$ cat src/verilog/adcic_pkg.sv
package adcic_pkg;
    // ==========================================================
    // Register offsets (byte addresses, one word each)
    localparam logic [7:0] ADCIC_CTRL_OFS = 8'h00;
    localparam logic [7:0] ADCIC_STD_OFS  = 8'h04;
    localparam logic [7:0] ADCIC_INJ_OFS  = 8'h08;
    localparam logic [7:0] ADCIC_FLAG_OFS = 8'h0c;

    // ==========================================================
    // Control, injected and flag register bit positions
    localparam int ADCIC_B_START  = 0;
    localparam int ADCIC_B_CONT   = 1;
    localparam int ADCIC_B_SCAN   = 2;
    localparam int ADCIC_B_WFR    = 3;
    localparam int ADCIC_B_INJEN  = 4;
    localparam int ADCIC_B_INJRQ  = 5;
    localparam int ADCIC_B_PCDIS  = 6;
    localparam int ADCIC_B_CHLSB  = 8;
    localparam int ADCIC_B_BUSY   = 16;
    localparam int ADCIC_B_CAL    = 17;
    localparam int ADCIC_CHANNEL_NUMBER_FIELD_LSB = 12;
    localparam int ADCIC_B_EOC    = 0;
    localparam int ADCIC_B_ERR    = 1;

    // ==========================================================
    // Timing in basic conversion clock cycles (BC_DIV in module clocks)
    localparam int          ADCIC_BC_DIV        = 2;
    localparam int          ADCIC_CAL_MAX       = 11696;
    localparam int          ADCIC_CAL_TICKS     = 974;
    localparam int          ADCIC_POSTCAL_TICKS = 12;
    localparam logic [11:0] ADCIC_CAL_STEP_RST  = 12'h800;

    // ==========================================================
    // Conversion sequencer states
    typedef enum logic [2:0] {
        S_IDLE = 3'b001,
        S_CONV = 3'b010,
        S_POST = 3'b100
    } adcic_state_t;
endpackage : adcic_pkg

$ cat src/verilog/adcic_cal_if.sv
`timescale 1ns/100ps
interface adcic_cal_if;
    logic        bc_tick;
    logic        cal_busy;
    logic [11:0] cal_step;
    modport src (output bc_tick, output cal_busy, output cal_step);
    modport snk (input bc_tick, input cal_busy, input cal_step);
endinterface : adcic_cal_if

$ cat src/verilog/adcic_top.sv
// How it works
// - Injected channel converts without disturbing the standard mode, which then resumes.
// - Injected channel comes from the channel field; hardware writes only the result.
// - Inject request is set by software, compare channel or PWM period match.
// - Hardware triggers set the request even with injection disabled.
// - An injection waits for the running conversion, then starts.
// - Injected result goes to its register and raises the error/inject flag.
// - Each injected result overwrites the previous one.
// - Standard conversions are held while the temporary buffer is full.
// - A request seen while idle and not calibrating starts at once.
// - Only a 0-to-1 change of start or inject request activates.
// - A new standard request aborts a running standard conversion and restarts.
// - All other pairings finish the running conversion first.
// - A second injection still runs, its request bit reading 0.
// - A pending injection runs before a restarted standard conversion.
// - Reset calibration runs after reset with shrinking steps, bounded length.
// - Calibration flag is set exactly while the reset calibration runs.
// - Post-calibration step follows each conversion unless disabled.
// - Wait-for-read parks an unread result, suspending with start and busy set.
// - Injected channel field sits at bits 15:12 and drives the multiplexer.
//
// Design decisions made here: the register addresses and register access over APB.
`timescale 1ns/100ps
module adcic_top import adcic_pkg::*; #(
    parameter int BC_DIV    = ADCIC_BC_DIV,    // Module clocks per basic tick
    parameter int CAL_TICKS = ADCIC_CAL_TICKS, // Basic ticks per cal cycle
    parameter int CAL_MAX   = ADCIC_CAL_MAX    // Cal run bound in basic ticks
) (
    input  wire logic        i_ref_clk,      // Module clock, 50 MHz
    input  wire logic        i_rst_n,        // Sync reset, active low
    input  wire logic        i_psel,         // APB select
    input  wire logic        i_penable,      // APB enable
    input  wire logic        i_pwrite,       // APB direction
    input  wire logic [7:0]  i_paddr,        // APB byte address
    input  wire logic [31:0] i_pwdata,       // APB write data
    output logic      [31:0] o_prdata,       // APB read data
    output logic             o_pready,       // APB ready
    output logic             o_pslverr,      // APB error
    input  wire logic        i_cc_trig,      // Compare channel event
    input  wire logic        i_pwm_match,    // PWM period match
    input  wire logic        i_core_done,    // Core conversion done
    input  wire logic [11:0] i_core_result,  // Core result
    output logic             o_core_start,   // Start pulse to core
    output logic             o_core_abort,   // Abort pulse to core
    output logic      [3:0]  o_core_channel, // Multiplexer select
    output logic             o_core_postcal, // Post-calibration step active
    output logic             o_cal_active,   // Reset calibration running
    output logic      [11:0] o_cal_step      // Reset calibration step width
);
    typedef struct packed {
        adcic_state_t st;
        logic         kind_inj;
        logic         start;
        logic         cont;
        logic         scan;
        logic         wfr;
        logic         inj_en;
        logic         inj_req;
        logic         pc_dis;
        logic [3:0]   ch_sel;
        logic [3:0]   ch_cur;
        logic         std_pend;
        logic         inj_pend;
        logic [15:0]  std_res;
        logic         unread;
        logic [15:0]  tmp;
        logic         tmp_full;
        logic [11:0]  inj_res;
        logic [3:0]   inj_ch;
        logic         eoc;
        logic         err;
        logic [11:0]  res_hold;
        logic [3:0]   pc_cnt;
        logic         core_start;
        logic         core_abort;
        logic [3:0]   core_ch;
    } adcic_regs_t;

    adcic_regs_t r;
    adcic_regs_t n;
    logic        wr_en;
    logic        rd_en;
    logic        rd_std;
    logic        std_act;
    logic        inj_act;
    logic        fin;
    logic        park;
    logic        stop;
    logic [11:0] res;

    adcic_cal_if u_cal_if ();

    // ==========================================================
    // Basic clock and reset calibration
    adcic_cal #(
        .BC_DIV    (BC_DIV),
        .CAL_TICKS (CAL_TICKS),
        .CAL_MAX   (CAL_MAX)
    ) u_cal (
        .i_ref_clk (i_ref_clk),
        .i_rst_n   (i_rst_n),
        .cal       (u_cal_if.src)
    );

    // ==========================================================
    // APB slave, zero wait states
    assign wr_en  = i_psel && i_penable && i_pwrite;
    assign rd_en  = i_psel && i_penable && !i_pwrite;
    assign rd_std = rd_en && (i_paddr == ADCIC_STD_OFS);
    assign o_pready = 1'b1;

    // Read mux over flops; unmapped words read zero and flag an error
    always_comb begin
        o_prdata  = '0;
        o_pslverr = 1'b0;
        case (i_paddr)
            ADCIC_CTRL_OFS: begin
                o_prdata[ADCIC_B_START] = r.start;
                o_prdata[ADCIC_B_CONT]  = r.cont;
                o_prdata[ADCIC_B_SCAN]  = r.scan;
                o_prdata[ADCIC_B_WFR]   = r.wfr;
                o_prdata[ADCIC_B_INJEN] = r.inj_en;
                o_prdata[ADCIC_B_INJRQ] = r.inj_req;
                o_prdata[ADCIC_B_PCDIS] = r.pc_dis;
                o_prdata[ADCIC_B_CHLSB +: 4] = r.ch_sel;
                o_prdata[ADCIC_B_BUSY]  = r.start || (r.st != S_IDLE);
                o_prdata[ADCIC_B_CAL]   = u_cal_if.cal_busy;
            end
            ADCIC_STD_OFS:  o_prdata[15:0] = r.std_res;
            ADCIC_INJ_OFS:  o_prdata[15:0] = {r.inj_ch, r.inj_res};
            ADCIC_FLAG_OFS: begin
                o_prdata[ADCIC_B_EOC] = r.eoc;
                o_prdata[ADCIC_B_ERR] = r.err;
            end
            default: o_pslverr = i_psel && i_penable;
        endcase
    end

    // ==========================================================
    // Next-state logic: writes, triggers, sequencer, arbitration
    always_comb begin
        n            = r;
        n.core_start = 1'b0;
        n.core_abort = 1'b0;
        std_act      = 1'b0;
        inj_act      = 1'b0;
        fin          = 1'b0;
        park         = 1'b0;
        stop         = 1'b0;
        res          = (r.st == S_CONV) ? i_core_result : r.res_hold;
        // Software writes; flags clear first so that hardware sets win
        if (wr_en) begin
            case (i_paddr)
                ADCIC_CTRL_OFS: begin
                    std_act  = !r.start && i_pwdata[ADCIC_B_START];
                    inj_act  = !r.inj_req && i_pwdata[ADCIC_B_INJRQ];
                    n.start  = i_pwdata[ADCIC_B_START];
                    n.cont   = i_pwdata[ADCIC_B_CONT];
                    n.scan   = i_pwdata[ADCIC_B_SCAN];
                    n.wfr    = i_pwdata[ADCIC_B_WFR];
                    n.inj_en = i_pwdata[ADCIC_B_INJEN];
                    n.inj_req = i_pwdata[ADCIC_B_INJRQ];
                    n.pc_dis = i_pwdata[ADCIC_B_PCDIS];
                    n.ch_sel = i_pwdata[ADCIC_B_CHLSB +: 4];
                end
                // only software writes the channel field
                ADCIC_INJ_OFS: n.inj_ch = i_pwdata[ADCIC_CHANNEL_NUMBER_FIELD_LSB +: 4];
                ADCIC_FLAG_OFS: begin
                    if (i_pwdata[ADCIC_B_EOC]) n.eoc = 1'b0;
                    if (i_pwdata[ADCIC_B_ERR]) n.err = 1'b0;
                end
                default: ;
            endcase
        end
        // set even while injection is off
        if (i_cc_trig || i_pwm_match) begin
            inj_act   = inj_act || !r.inj_req;
            n.inj_req = 1'b1;
        end
        if (inj_act && n.inj_en) begin
            n.inj_pend = 1'b1;
        end
        if (std_act) begin
            n.std_pend = 1'b1;
            n.ch_cur   = n.ch_sel;
        end
        // reading the result releases the parked one
        if (rd_std) begin
            n.unread = r.tmp_full;
            if (r.tmp_full) begin
                n.std_res  = r.tmp;
                n.tmp_full = 1'b0;
                n.eoc      = 1'b1;
                if (!n.std_pend && (r.st == S_IDLE || r.kind_inj)) begin
                    n.start = 1'b0;
                end
            end
        end
        if (std_act && r.st != S_IDLE && !r.kind_inj) begin
            n.st         = S_IDLE;
            n.core_abort = 1'b1;
        end else begin
            // anything else runs to its end
            case (r.st)
                S_IDLE: ;
                S_CONV: begin
                    if (i_core_done) begin
                        n.res_hold = i_core_result;
                        if (r.pc_dis) begin
                            fin = 1'b1;
                        end else begin
                            n.st     = S_POST;
                            n.pc_cnt = '0;
                        end
                    end
                end
                S_POST: begin
                    if (u_cal_if.bc_tick) begin
                        if (r.pc_cnt == 4'(ADCIC_POSTCAL_TICKS - 1)) begin
                            fin = 1'b1;
                        end else begin
                            n.pc_cnt = 4'(r.pc_cnt + 4'h1);
                        end
                    end
                end
                default: n.st = S_IDLE;
            endcase
        end
        // Completion of a conversion
        if (fin) begin
            n.st = S_IDLE;
            if (r.kind_inj) begin
                n.inj_res = res;
                n.err     = 1'b1;
            end else begin
                park = r.wfr && n.unread;
                if (park) begin
                    n.tmp      = {r.ch_cur, res};
                    n.tmp_full = 1'b1;
                end else begin
                    n.err     = n.err || n.unread;
                    n.std_res = {r.ch_cur, res};
                    n.unread  = 1'b1;
                    n.eoc     = 1'b1;
                end
                // standard mode carries on as before
                if (r.scan && r.ch_cur != 4'h0) begin
                    n.ch_cur   = 4'(r.ch_cur - 4'h1);
                    n.std_pend = n.start;
                end else if (r.cont) begin
                    n.ch_cur   = n.ch_sel;
                    n.std_pend = n.start;
                end else begin
                    stop = 1'b1;
                end
                if (stop && !park) begin
                    n.start = 1'b0;
                end
            end
        end
        // idle requests start in this cycle
        if (n.st == S_IDLE && !u_cal_if.cal_busy) begin
            if (n.inj_pend) begin
                // second injection sees bit at 0
                n.inj_pend   = 1'b0;
                n.inj_req    = 1'b0;
                n.kind_inj   = 1'b1;
                n.st         = S_CONV;
                n.core_start = 1'b1;
            // held while the buffer is full
            end else if (n.std_pend && n.start && !n.tmp_full) begin
                n.std_pend   = 1'b0;
                n.kind_inj   = 1'b0;
                n.st         = S_CONV;
                n.core_start = 1'b1;
            end
        end
        // injected channel is not buffered, mux follows the field
        n.core_ch = n.kind_inj ? n.inj_ch : n.ch_cur;
    end

    // Single register stage for all control state
    always_ff @(posedge i_ref_clk) begin
        if (!i_rst_n) begin
            r    <= '0;
            r.st <= S_IDLE;
        end else begin
            r <= n;
        end
    end

    assign o_core_start   = r.core_start;
    assign o_core_abort   = r.core_abort;
    assign o_core_channel = r.core_ch;
    assign o_core_postcal = (r.st == S_POST);
    assign o_cal_active   = u_cal_if.cal_busy;
    assign o_cal_step     = u_cal_if.cal_step;
endmodule : adcic_top

$ cat src/verilog/adcic_cal.sv
`timescale 1ns/100ps
module adcic_cal import adcic_pkg::*; #(
    parameter int BC_DIV    = ADCIC_BC_DIV,
    parameter int CAL_TICKS = ADCIC_CAL_TICKS,
    parameter int CAL_MAX   = ADCIC_CAL_MAX
) (
    input  wire logic  i_ref_clk, // Module clock
    input  wire logic  i_rst_n,   // Sync reset, active low
    adcic_cal_if.src   cal        // Tick and calibration status
);
    typedef struct packed {
        logic [7:0]  div;
        logic        tick;
        logic        busy;
        logic [11:0] step;
        logic [15:0] cyc;
        logic [15:0] total;
    } adcic_cal_st_t;

    adcic_cal_st_t r;
    adcic_cal_st_t n;

    // ==========================================================
    // Basic clock divider and reset calibration
    always_comb begin
        n      = r;
        n.tick = 1'b0;
        if (r.div == 8'(BC_DIV - 1)) begin
            n.div  = '0;
            n.tick = 1'b1;
        end else begin
            n.div = 8'(r.div + 8'h01);
        end
        if (r.busy && r.tick) begin
            n.total = 16'(r.total + 16'h0001);
            if (r.cyc == 16'(CAL_TICKS - 1)) begin
                n.cyc  = '0;
                n.step = r.step >> 1;
                if (r.step == 12'h001) begin
                    n.busy = 1'b0;
                end
            end else begin
                n.cyc = 16'(r.cyc + 16'h0001);
            end
        end
    end

    // Busy comes out of reset set, so a run follows every reset
    always_ff @(posedge i_ref_clk) begin
        if (!i_rst_n) begin
            r      <= '0;
            r.busy <= 1'b1;
            r.step <= ADCIC_CAL_STEP_RST;
        end else begin
            r <= n;
        end
    end

    assign cal.bc_tick  = r.tick;
    assign cal.cal_busy = r.busy;
    assign cal.cal_step = r.step;
endmodule : adcic_cal

$ cat config.mk
export PLATFORM = sky130hd
export DESIGN_NAME = adcic_top
export DESIGN_NICKNAME = d
export VERILOG_FILES = /design/src/verilog/adcic_pkg.sv /design/src/verilog/adcic_cal_if.sv /design/src/verilog/adcic_top.sv /design/src/verilog/adcic_cal.sv
export SDC_FILE = /design/constraint.sdc
export NUM_CORES = 1
export LEC_CHECK = 0
export ABC_AREA = 1
export BUFFER_PORTS_ARGS = -buffer_cell sky130_fd_sc_hd__buf_2
export CORE_ASPECT_RATIO = 0.5
export CORE_MARGIN = 1.5
export CORE_UTILIZATION = 40
export CTS_BUF_LIST = sky130_fd_sc_hd__clkbuf_8
export CTS_CLUSTER_DIAMETER = 80
export DETAILED_ROUTE_END_ITERATION = 16
export PLACE_DENSITY = 0.64
export SETUP_SLACK_MARGIN = 0.05
export SLEW_MARGIN = 5
export SYNTH_ARGS = -nofsm -noshare
export SYNTH_HDL_FRONTEND = slang
export SYNTH_SLANG_ARGS = --single-unit
export TNS_END_PERCENT = 30
$ cat constraint.sdc
create_clock -name i_ref_clk -period 2.3 [get_ports i_ref_clk]
set_clock_uncertainty 0.15 [all_clocks]
set_input_delay 0.115 -clock i_ref_clk [delete_from_list [all_inputs] [get_ports i_ref_clk]]
set_output_delay 0.115 -clock i_ref_clk [all_outputs]
set_load 0.005 [all_outputs]
==> out/summary.txt, run 1 <==
status - completed
multi-input logic area - 3020 um^2
CTS tree - yes
synthesized flop and latch total - 133
f_max - 0.482 GHz
# diodes - 0
most frequent cells in the layout - 139 x nand2_1, 127 x dfxtp_1, 122 x inv_1
P_int - 3.49 mW
max_cap viols - 0
Tot GR Track Use - 0.206
Root Buffer - clkbuf_8
register area - 2670 um^2
cell count after synthesis - 897
largest area contributor in the netlist - dfxtp_1
worst rel slew slack - 0.647
DRT Pass-1 Iters - 5
sw power - 1.12 mW
part of the power in registers - 0.505
critical path arrival - 2.26 ns
met2 usage - 0.345
Mean Syn Cell Area - 7.17 um^2
initial antenna violation count - 0
grt ovf - 0
Sw Ratio - 0.242
most common cell after layout, fill and taps aside - nand2_1
CP top delay family - simple AND/OR/NAND/NOR gates
RSZ-0062 raised after global routing - true
P&R area growth vs syn - 22.3%
mapped cell area - 6430 um^2
PwrDens - 586 nW/um^2
Placeable Area - 15600 um^2
M3 GR Usage - 0.0433
Filler Cells Inserted - 1528
worst-margin pin slew - 0.530 ns
pin count of the biggest net entering global routing - 43
Leak - 3.49 nW
GR peak layer - met2
min cycle time layout - 2.08 ns
Reg clk slew, reported paths - 0.09 ns
Critical Path RT - 2.48 ns
worst hold path class - input pin to register
initial DRC count - 404
Hold Worst Slack - 0.0769 ns
die area - 16900 um^2
final hold violation count - 0
layout cells sized above 1 - 0.206
Critical Path Slowest Stage Cell - dfxtp_1
GPL Wtd Cong - 0.882
Clock Latency Late Sink - 0.44 ns
top cells by area, synth - dfxtp_1 41%, nand2_1 8.2%, o21ai_0 7.2%, inv_1 7.1%, a21oi_1 6.7%
routed vias/inst - 5.01
Routed Antenna Nets - 0
startpoint class of the critical path - register
final instance area - 7870 um^2
Post-synth ARST share - 0
Worst setup EP type - register
Die Y - 92.7 um
TritonCTS Sinks - 133
DR WL/cell - 13.8 um
CTS Buf Count - 17
Finish-stage setup viols - 0
period utilization - 0.902
H-tree depth - 4
M1 GR Usage - 0.260
die outline width - 182 um
IO Pins - 114
number of global-route vias before repair - 5761
via count - 6173
first-pass GRT wire length - 27200 um
Routed WL - 17000 um
synth unique cells - 48
dpl cell area - 7010 um^2
YS warnings - 0
ys flop type - dfxtp_1
DP Wirelength - 11700 um
register area share after synthesis - 0.414
Worst Path Max Fanout - 4
Max clock buf depth - 2
Yosys top cell area share - 0.414
Power Total - 4.61 mW
Final nets - 1082
Post-route DRC - 0
CP Buf/Inv Count - 0
Setup CP Type - register to register
IR drop worst, VDD - 402 uV
Gate power share - 0.048
CP Cell Sequence - nand3_1, nor2_2, nand3_1, nor2_2, nand3_2, nor4_4, nand2_1, nor2_1, nand2_1, o21ai_1, a21oi_1
number of synthesized flops with an enable pin - 0
FP Rows - 32
I/O Buffers - 81
final slew viol count - 0
CP peak stage delay - 0.36 ns
clock power share - 0.447
Initial Util - 0.413
-- cells in the mapped netlist (all sizes together) (3+ instances only) --
cell    instances
or2            10
nor4            9
inv           129
ha              6
nand2         148
dfxtp         133
o21ai         106
a21oi          87
nor3            8
nor2           98
nand4          10
a211oi          4
buf            43
clkbuf         20
nor3b           5
nand3          43
xor2            3
a31oi           3
o31ai           3
o211ai         10
a311oi          4
-- metal layers --
layer / vias to the layer above / routed length (um)
met5: - / 0
met2: 194 / 7740
met4: 0 / 363
li1: 3110 / -
met3: 32 / 954
met1: 2837 / 7990
-- layout make-up --
class,count,share of cell area
flip-flops and latches,133,0.340
multi-input cells,584,0.384
clock inverters,14,0.0226
clock buffers,17,0.0297
well taps,204,0.0324
repair buffers,149,0.129
inverters,131,0.0625
-- through the flow --
stage | setup slack [ns] | setup TNS, ns | cells | utilization
final | 0.225 | 0 | 1232 | 0.505
after global routing | -0.00388 | -0.00388 | 1232 | 0.505
after CTS | 0.0875 | 0 | 1222 | 0.496
after detailed placement | 0.0621 | 0 | 1161 | 0.450
after global placement | 0.149 | 0 | 1161 | 0.450
after floorplan | 0.337 | 0 | 910 | -
-- registers in the layout (all words and copies together), names as in the netlist --
signal and count:
r 89, u_cal.r 24, u_cal.cal.cal_step 12, o_core_channel 4
o_core_abort 1, o_core_start 1, u_cal.cal.bc_tick 1, u_cal.cal.cal_busy 1
-- final timing paths --
path / endpoint / cells after the start / slack [ns] / start
setup reg to reg: u_cal.r[31] / 11 / 0.22 / u_cal.r[18]
hold reg to reg: r[35] / 2 / 0.30 / r[35]
hold / removal: r[74] / 6 / 0.08 / i_pwdata[5]
setup / recovery: u_cal.r[31] / 11 / 0.22 / u_cal.r[18]
-- power groups by stage --
stage	clock [mW]	sequential, mW	combinational [mW]
2_1_floorplan	0	2.38	0.116
3_3_place_gp	0	2.38	0.168
3_5_place_dp	0	2.38	0.172
4_1_cts	2.11	2.33	0.210
5_1_grt	2.21	2.33	0.246
6_report	2.06	2.33	0.220
-- worst reg2reg max path, delay by kind of cell, from the launching register on --
kind / cells / cell delay [ns]
DFF: 1 / 0.36
AOI/OAI and AO/OA: 2 / 0.19
and+or+nand+nor: 9 / 1.28
-- logic make-up after synthesis --
kind of cell	count (synthesis)	share of synthesized area
simple gates	331	0.239
compound gates	226	0.193
buf+inv	194	0.134
flops	133	0.414
fa+ha+maj	6	0.0117
xor+xnor	5	0.00681
other cells	2	0.00117
-- repair_timing --
action / in CTS / in global routing
gates resized for setup: 1 / 19
gates cloned: 0 / 1
pin swaps: 0 / 8
hold buffers: 30 / 0
setup endpoints to repair: 1 / 22
hold endpoints to repair: 53 / 0
setup buffers: 0 / 9
Power figures use the tool's default switching activity.
==> inputs of run 2 (changes only) <==
Settings changed: CTS_BUF_LIST sky130_fd_sc_hd__clkbuf_8 to sky130_fd_sc_hd__clkbuf_8 sky130_fd_sc_hd__clkbuf_16.
==> run 2 against run 1 <==
  * Fmax fell by 2.1%
  * Total power increased by 16%
  * First-iteration DRC count increased by 0.74%
  * Combinational power shrank 2%
  * Final cell count fell by 0.24%
  * Utilization up 1.1 points
  * Count of clock-buffer cells in the layout unchanged
  * Sequential share of layout area fell by 0.76 points
  * Design area is 2.2% higher
  * Non-clock buffer count down 3
  * Largest power group is now clock
  * Global-route usage up 0.35 points
==> out/summary.txt, run 2 (synthesized netlist as in run 1, its figures left out) <==
IO Pins - 114 (unchanged)
worst-margin pin slew - 0.526 ns (-0.00313 ns)
Leak - 3.56 nW (+2.0%)
layout cells sized above 1 - 0.205 (-0.00135)
critical path arrival - 2.32 ns (+0.06 ns)
FF-to-FF Start - r[6]
DR WL/cell - 13.9 um (+0.78%)
worst hold path class - input pin to register
IR drop worst, VDD - 584 uV (+45%)
initial DRC count - 407 (+0.74%)
RSZ-0062 raised after global routing - true
routed vias/inst - 5.00 (-0.31%)
Initial Util - 0.413 (unchanged)
status - completed
sw power - 1.21 mW (+8.0%)
Critical Path RT - 2.50 ns (+0.02 ns)
Sw Ratio - 0.226 (-0.0160)
Placeable Area - 15600 um^2 (unchanged)
final hold violation count - 0 (unchanged)
DP Wirelength - 11700 um (unchanged)
Worst Path Max Fanout - 5 (+1)
Routed WL - 17100 um (+0.53%)
worst rel slew slack - 0.649 (+0.00209)
final core occ - 0.516 (+0.0110)
CTS Buf Count - 17 (unchanged)
final slew viol count - 0 (unchanged)
Clock Latency Late Sink - 0.42 ns (-0.02 ns)
Hold Worst Slack - 0.106 ns (+0.0295 ns)
f_max - 0.472 GHz (-2.1%)
Root Buffer - clkbuf_16
Final nets - 1079 (-0.28%)
setup TNS - 0 ns (unchanged)
Worst setup EP type - register
period utilization - 0.922 (+0.0197)
max reg flops - 89 (unchanged)
part of the power in registers - 0.438 (-0.067)
most common cell after layout, fill and taps aside - nand2_1
Die Y - 92.7 um (unchanged)
Setup CP Type - register to register
Finish-stage setup viols - 0 (unchanged)
Gate power share - 0.040 (-0.008)
grt ovf - 0 (unchanged)
number of global-route vias before repair - 5823 (+1.1%)
FP Rows - 32 (unchanged)
max_cap viols - 0 (unchanged)
min-delay src - i_pwdata[5]
Routed Antenna Nets - 0 (unchanged)
pin count of the biggest net entering global routing - 43 (unchanged)
startpoint class of the critical path - register
clock power share - 0.522 (+0.075)
min cycle time layout - 2.12 ns (+0.0453 ns)
Post-route DRC - 0 (unchanged)
die outline width - 182 um (unchanged)
DRT Pass-1 Iters - 5 (unchanged)
# diodes - 0 (unchanged)
CP startpoint - r[6]
GPL Wtd Cong - 0.882 (unchanged)
Reg clk slew, reported paths - 0.06 ns (-0.03 ns)
P&R area growth vs syn - 25.0%
via count - 6139 (-0.55%)
die area - 16900 um^2 (unchanged)
Max clock buf depth - 2 (unchanged)
most frequent cells in the layout - 139 x nand2_1, 127 x dfxtp_1, 123 x inv_1
PwrDens - 664 nW/um^2 (+13%)
I/O Buffers - 81 (unchanged)
first-pass GRT wire length - 27600 um (+1.5%)
initial antenna violation count - 0 (unchanged)
H-tree depth - 4 (unchanged)
TritonCTS Sinks - 133 (unchanged)
Biggest register - r
P_int - 4.13 mW (+18%)
flop2flop setup slack - 0.18 ns (-0.05 ns)
CTS tree - yes
Tot GR Track Use - 0.209 (+0.00348)
## run 2: path summary, 6_finish.rpt
| kind | endpoint | depth (start not counted) |
|---|---|---|
| max | o_core_channel[0] | 11 |
| min | r[74] | 6 |
| max reg2reg | o_core_channel[0] | 11 |
| min reg2reg | r[35] | 2 |
## run 2: power by group through the flow
stage	registers, mW	logic, mW	clock network (mW)
final	2.33	0.215	2.79
after global routing	2.33	0.240	2.95
after CTS	2.33	0.211	2.83
after detailed placement	2.38	0.172	0
after global placement	2.38	0.168	0
after floorplan	2.38	0.116	0
## run 2: stage by stage
step	instance area (um^2)	worst slack, ns	instances	power (mW)
detailed placement	7010	0.0621	1161	2.55
finish	8040	0.179	1229	5.33
CTS	7920	0.0716	1222	5.37
floorplan	6480	0.337	910	2.49
global placement	7010	0.149	1161	2.55
global route	8040	0.0214	1229	5.52
## run 2: what timing repair did
action / 4_1_cts / 5_1_grt
setup endpoints to repair: 1 / 20
buffers inserted: 0 / 6
resized for setup: 1 / 19
hold buffers: 30 / 0
pin swaps: 0 / 8
endpoints found under the hold margin: 49 / 0
cloned: 0 / 1
## run 2: final cells by class
type / count / area [um^2]
clock inverter: 14 / 178
inverter: 131 / 492
sequential: 133 / 2670
multi-input combinational: 584 / 3020
clock buffer: 17 / 425
tap: 204 / 255
fill: 1507 / 7540
timing repair buffer: 146 / 993
## run 2: critical path, cell delays in order (launching register included)
cell     delay, ns
dfxtp_2       0.37
ha_4          0.16
nand4_1       0.13
o21ai_4       0.30
nand3_4       0.17
o21ai_2       0.21
nor2_2        0.05
nand3_2       0.11
nand2_4       0.09
nand2_2       0.10
nand2_1       0.08
a21oi_1       0.12
## run 2: per-layer routing
layer / track usage / share of wire / wire [um] / vias to the layer above
met2: 0.350 / 0.46 / 7910 / 191
met1: 0.261 / 0.47 / 7980 / 2811
met4: 0.0792 / 0.019 / 330 / 0
li1: - / - / - / 3111
met3: 0.0531 / 0.054 / 919 / 26
met5: 0 / 0 / 0 / -
==> inputs of run 3 (changes only) <==
Settings changed: CORE_MARGIN 1.5 to unset, CTS_BUF_LIST sky130_fd_sc_hd__clkbuf_8 sky130_fd_sc_hd__clkbuf_16 to sky130_fd_sc_hd__clkbuf_4 sky130_fd_sc_hd__clkbuf_8 sky130_fd_sc_hd__clkbuf_16.
==> run 3 against run 2 <==
  * Worst hold slack improved by 0.016 ns
  * Final cell count fell by 0.33%
  * Largest cell class unchanged
  * Worst setup slack got worse by 0.0020 ns
  * Routed wire length down 1.7%
  * Critical path type is now input pin to register
  * Highest routed layer unchanged
  * Die area shrank 1.6%
  * Largest power group unchanged
==> out/summary.txt, run 3 (synthesized netlist as in run 1, its figures left out) <==
Finish-stage setup viols - 0 (unchanged)
H-tree depth - 4 (unchanged)
Filler Cells Inserted - 1525 (+1.2%)
GR peak layer - met2
Critical Path RT - 2.45 ns (-0.05 ns)
TritonCTS Sinks - 133 (unchanged)
Power Total - 5.33 mW (about the same)
CTS tree - yes
layout cells sized above 1 - 0.202 (-0.00292)
worst rel slew slack - 0.649 (about the same)
via count - 6094 (-0.73%)
RSZ-0062 raised after global routing - true
worst hold path class - input pin to register
number of global-route vias before repair - 5688 (-2.3%)
P&R area growth vs syn - 24.4%
Routed WL - 16800 um (-1.7%)
Setup CP Type - input pin to register
DP Wirelength - 11600 um (-0.91%)
GPL Wtd Cong - 0.875 (-0.71%)
die area - 16600 um^2 (-1.6%)
Root Buffer - clkbuf_16
M1 GR Usage - 0.264 (+0.00315)
Final Non-Filler Cells - 1225 (-0.33%)
worst-margin pin slew - 0.527 ns (+0.0000927 ns)
Final nets - 1074 (-0.46%)
FP Rows - 32 (unchanged)
final worst setup slack - 0.177 ns (-0.00195 ns)
Post-route DRC - 0 (unchanged)
f_max - 0.471 GHz (about the same)
most frequent cells in the layout - 138 x nand2_1, 127 x dfxtp_1, 120 x inv_1
PwrDens - 666 nW/um^2 (+0.43%)
I/O Buffers - 81 (unchanged)
Post-Place Cells - 1159 (-0.17%)
max reg flops - 89 (unchanged)
max_cap viols - 0 (unchanged)
M3 GR Usage - 0.0485 (-0.00464)
pin count of the biggest net entering global routing - 44 (+2.3%)
initial antenna violation count - 1 (+1)
dpl cell area - 7000 um^2 (-0.21%)
Clock Latency Late Sink - 0.42 ns (about the same)
most common cell after layout, fill and taps aside - nand2_1
IR drop worst, VDD - 467 uV (-20%)
Placeable Area - 15600 um^2 (unchanged)
period utilization - 0.923 (about the same)
Worst setup EP type - register
final instance area - 8000 um^2 (-0.45%)
final hold violation count - 0 (unchanged)
Routed Antenna Nets - 0 (unchanged)
grt ovf - 0 (unchanged)
Worst Path Max Fanout - 2 (-3)
met2 usage - 0.351 (+0.000706)
Die Y - 91.7 um (-1.1%)
CTS Buf Count - 17 (unchanged)
routed vias/inst - 4.97 (-0.41%)
die outline width - 181 um (-0.55%)
Reg clk slew, reported paths - 0.06 ns (about the same)
startpoint class of the critical path - input pin
min cycle time layout - 2.12 ns (+0.00195 ns)
final slew viol count - 0 (unchanged)
DR WL/cell - 13.8 um (-1.4%)
Tot GR Track Use - 0.206 (-0.00275)
IO Pins - 114 (unchanged)
Hold Worst Slack - 0.123 ns (+0.0165 ns)
status - completed
Max clock buf depth - 2 (unchanged)
final core occ - 0.514 (-0.00233)
DRT Pass-1 Iters - 5 (unchanged)
Initial Util - 0.413 (unchanged)
initial DRC count - 349 (-14%)
setup TNS - 0 ns (unchanged)
critical path arrival - 2.28 ns (-0.04 ns)
Setup WS pre-CTS - 0.0391 ns (-0.0230 ns)
first-pass GRT wire length - 27200 um (-1.6%)
Leak - 3.55 nW (-0.34%)
Biggest register - r
run 3: layout make-up:
type | count | area [um^2] | share of cell area
Multi-Input combinational cell | 583 | 3010 | 0.377
Sequential cell | 133 | 2670 | 0.334
Timing Repair Buffer | 142 | 963 | 0.120
Inverter | 131 | 492 | 0.0615
Clock buffer | 17 | 425 | 0.0532
Tap cell | 204 | 255 | 0.0319
Clock inverter | 14 | 179 | 0.0224
Antenna cell | 1 | 2.50 | 0.000313
run 3: timing repair:
| action | 4_1_cts | 5_1_grt |
|---|---|---|
| pin swaps | 0 | 10 |
| endpoints found under the hold margin | 47 | 0 |
| endpoints found under the setup margin | 4 | 27 |
| buffers inserted | 0 | 4 |
| gates resized for setup | 1 | 20 |
| hold buffers | 30 | 0 |
run 3: worst paths after layout:
kind,slack (ns),start,end,depth (start not counted)
max reg2reg,0.19,r[6],o_core_channel[1],11
min,0.12,i_pwdata[5],r[74],6
min reg2reg,0.30,r[48],r[48],2
max,0.18,i_cc_trig,r[85],8
run 3: worst max-delay path, stage by stage:
cell	delay, ns
dlygate4sd3_1	0.55
buf_2	0.12
nor2_1	0.07
dlygate4sd3_1	0.57
nand2_1	0.08
dlygate4sd3_1	0.56
a21oi_1	0.14
nor2_1	0.07
run 3: power breakdown:
part / internal (mW) / switching [mW] / total (mW) / leakage, nW
clock network: 1.71 / 1.08 / 2.79 / 0.286
logic: 0.0961 / 0.118 / 0.214 / 2.19
registers: 2.32 / 0.0136 / 2.33 / 1.07
run 3: metal layers:
metal	up-vias	routed length (um)
li1	3105	-
met1	2827	8060
met2	145	7900
met3	17	665
met4	0	221
met5	-	0
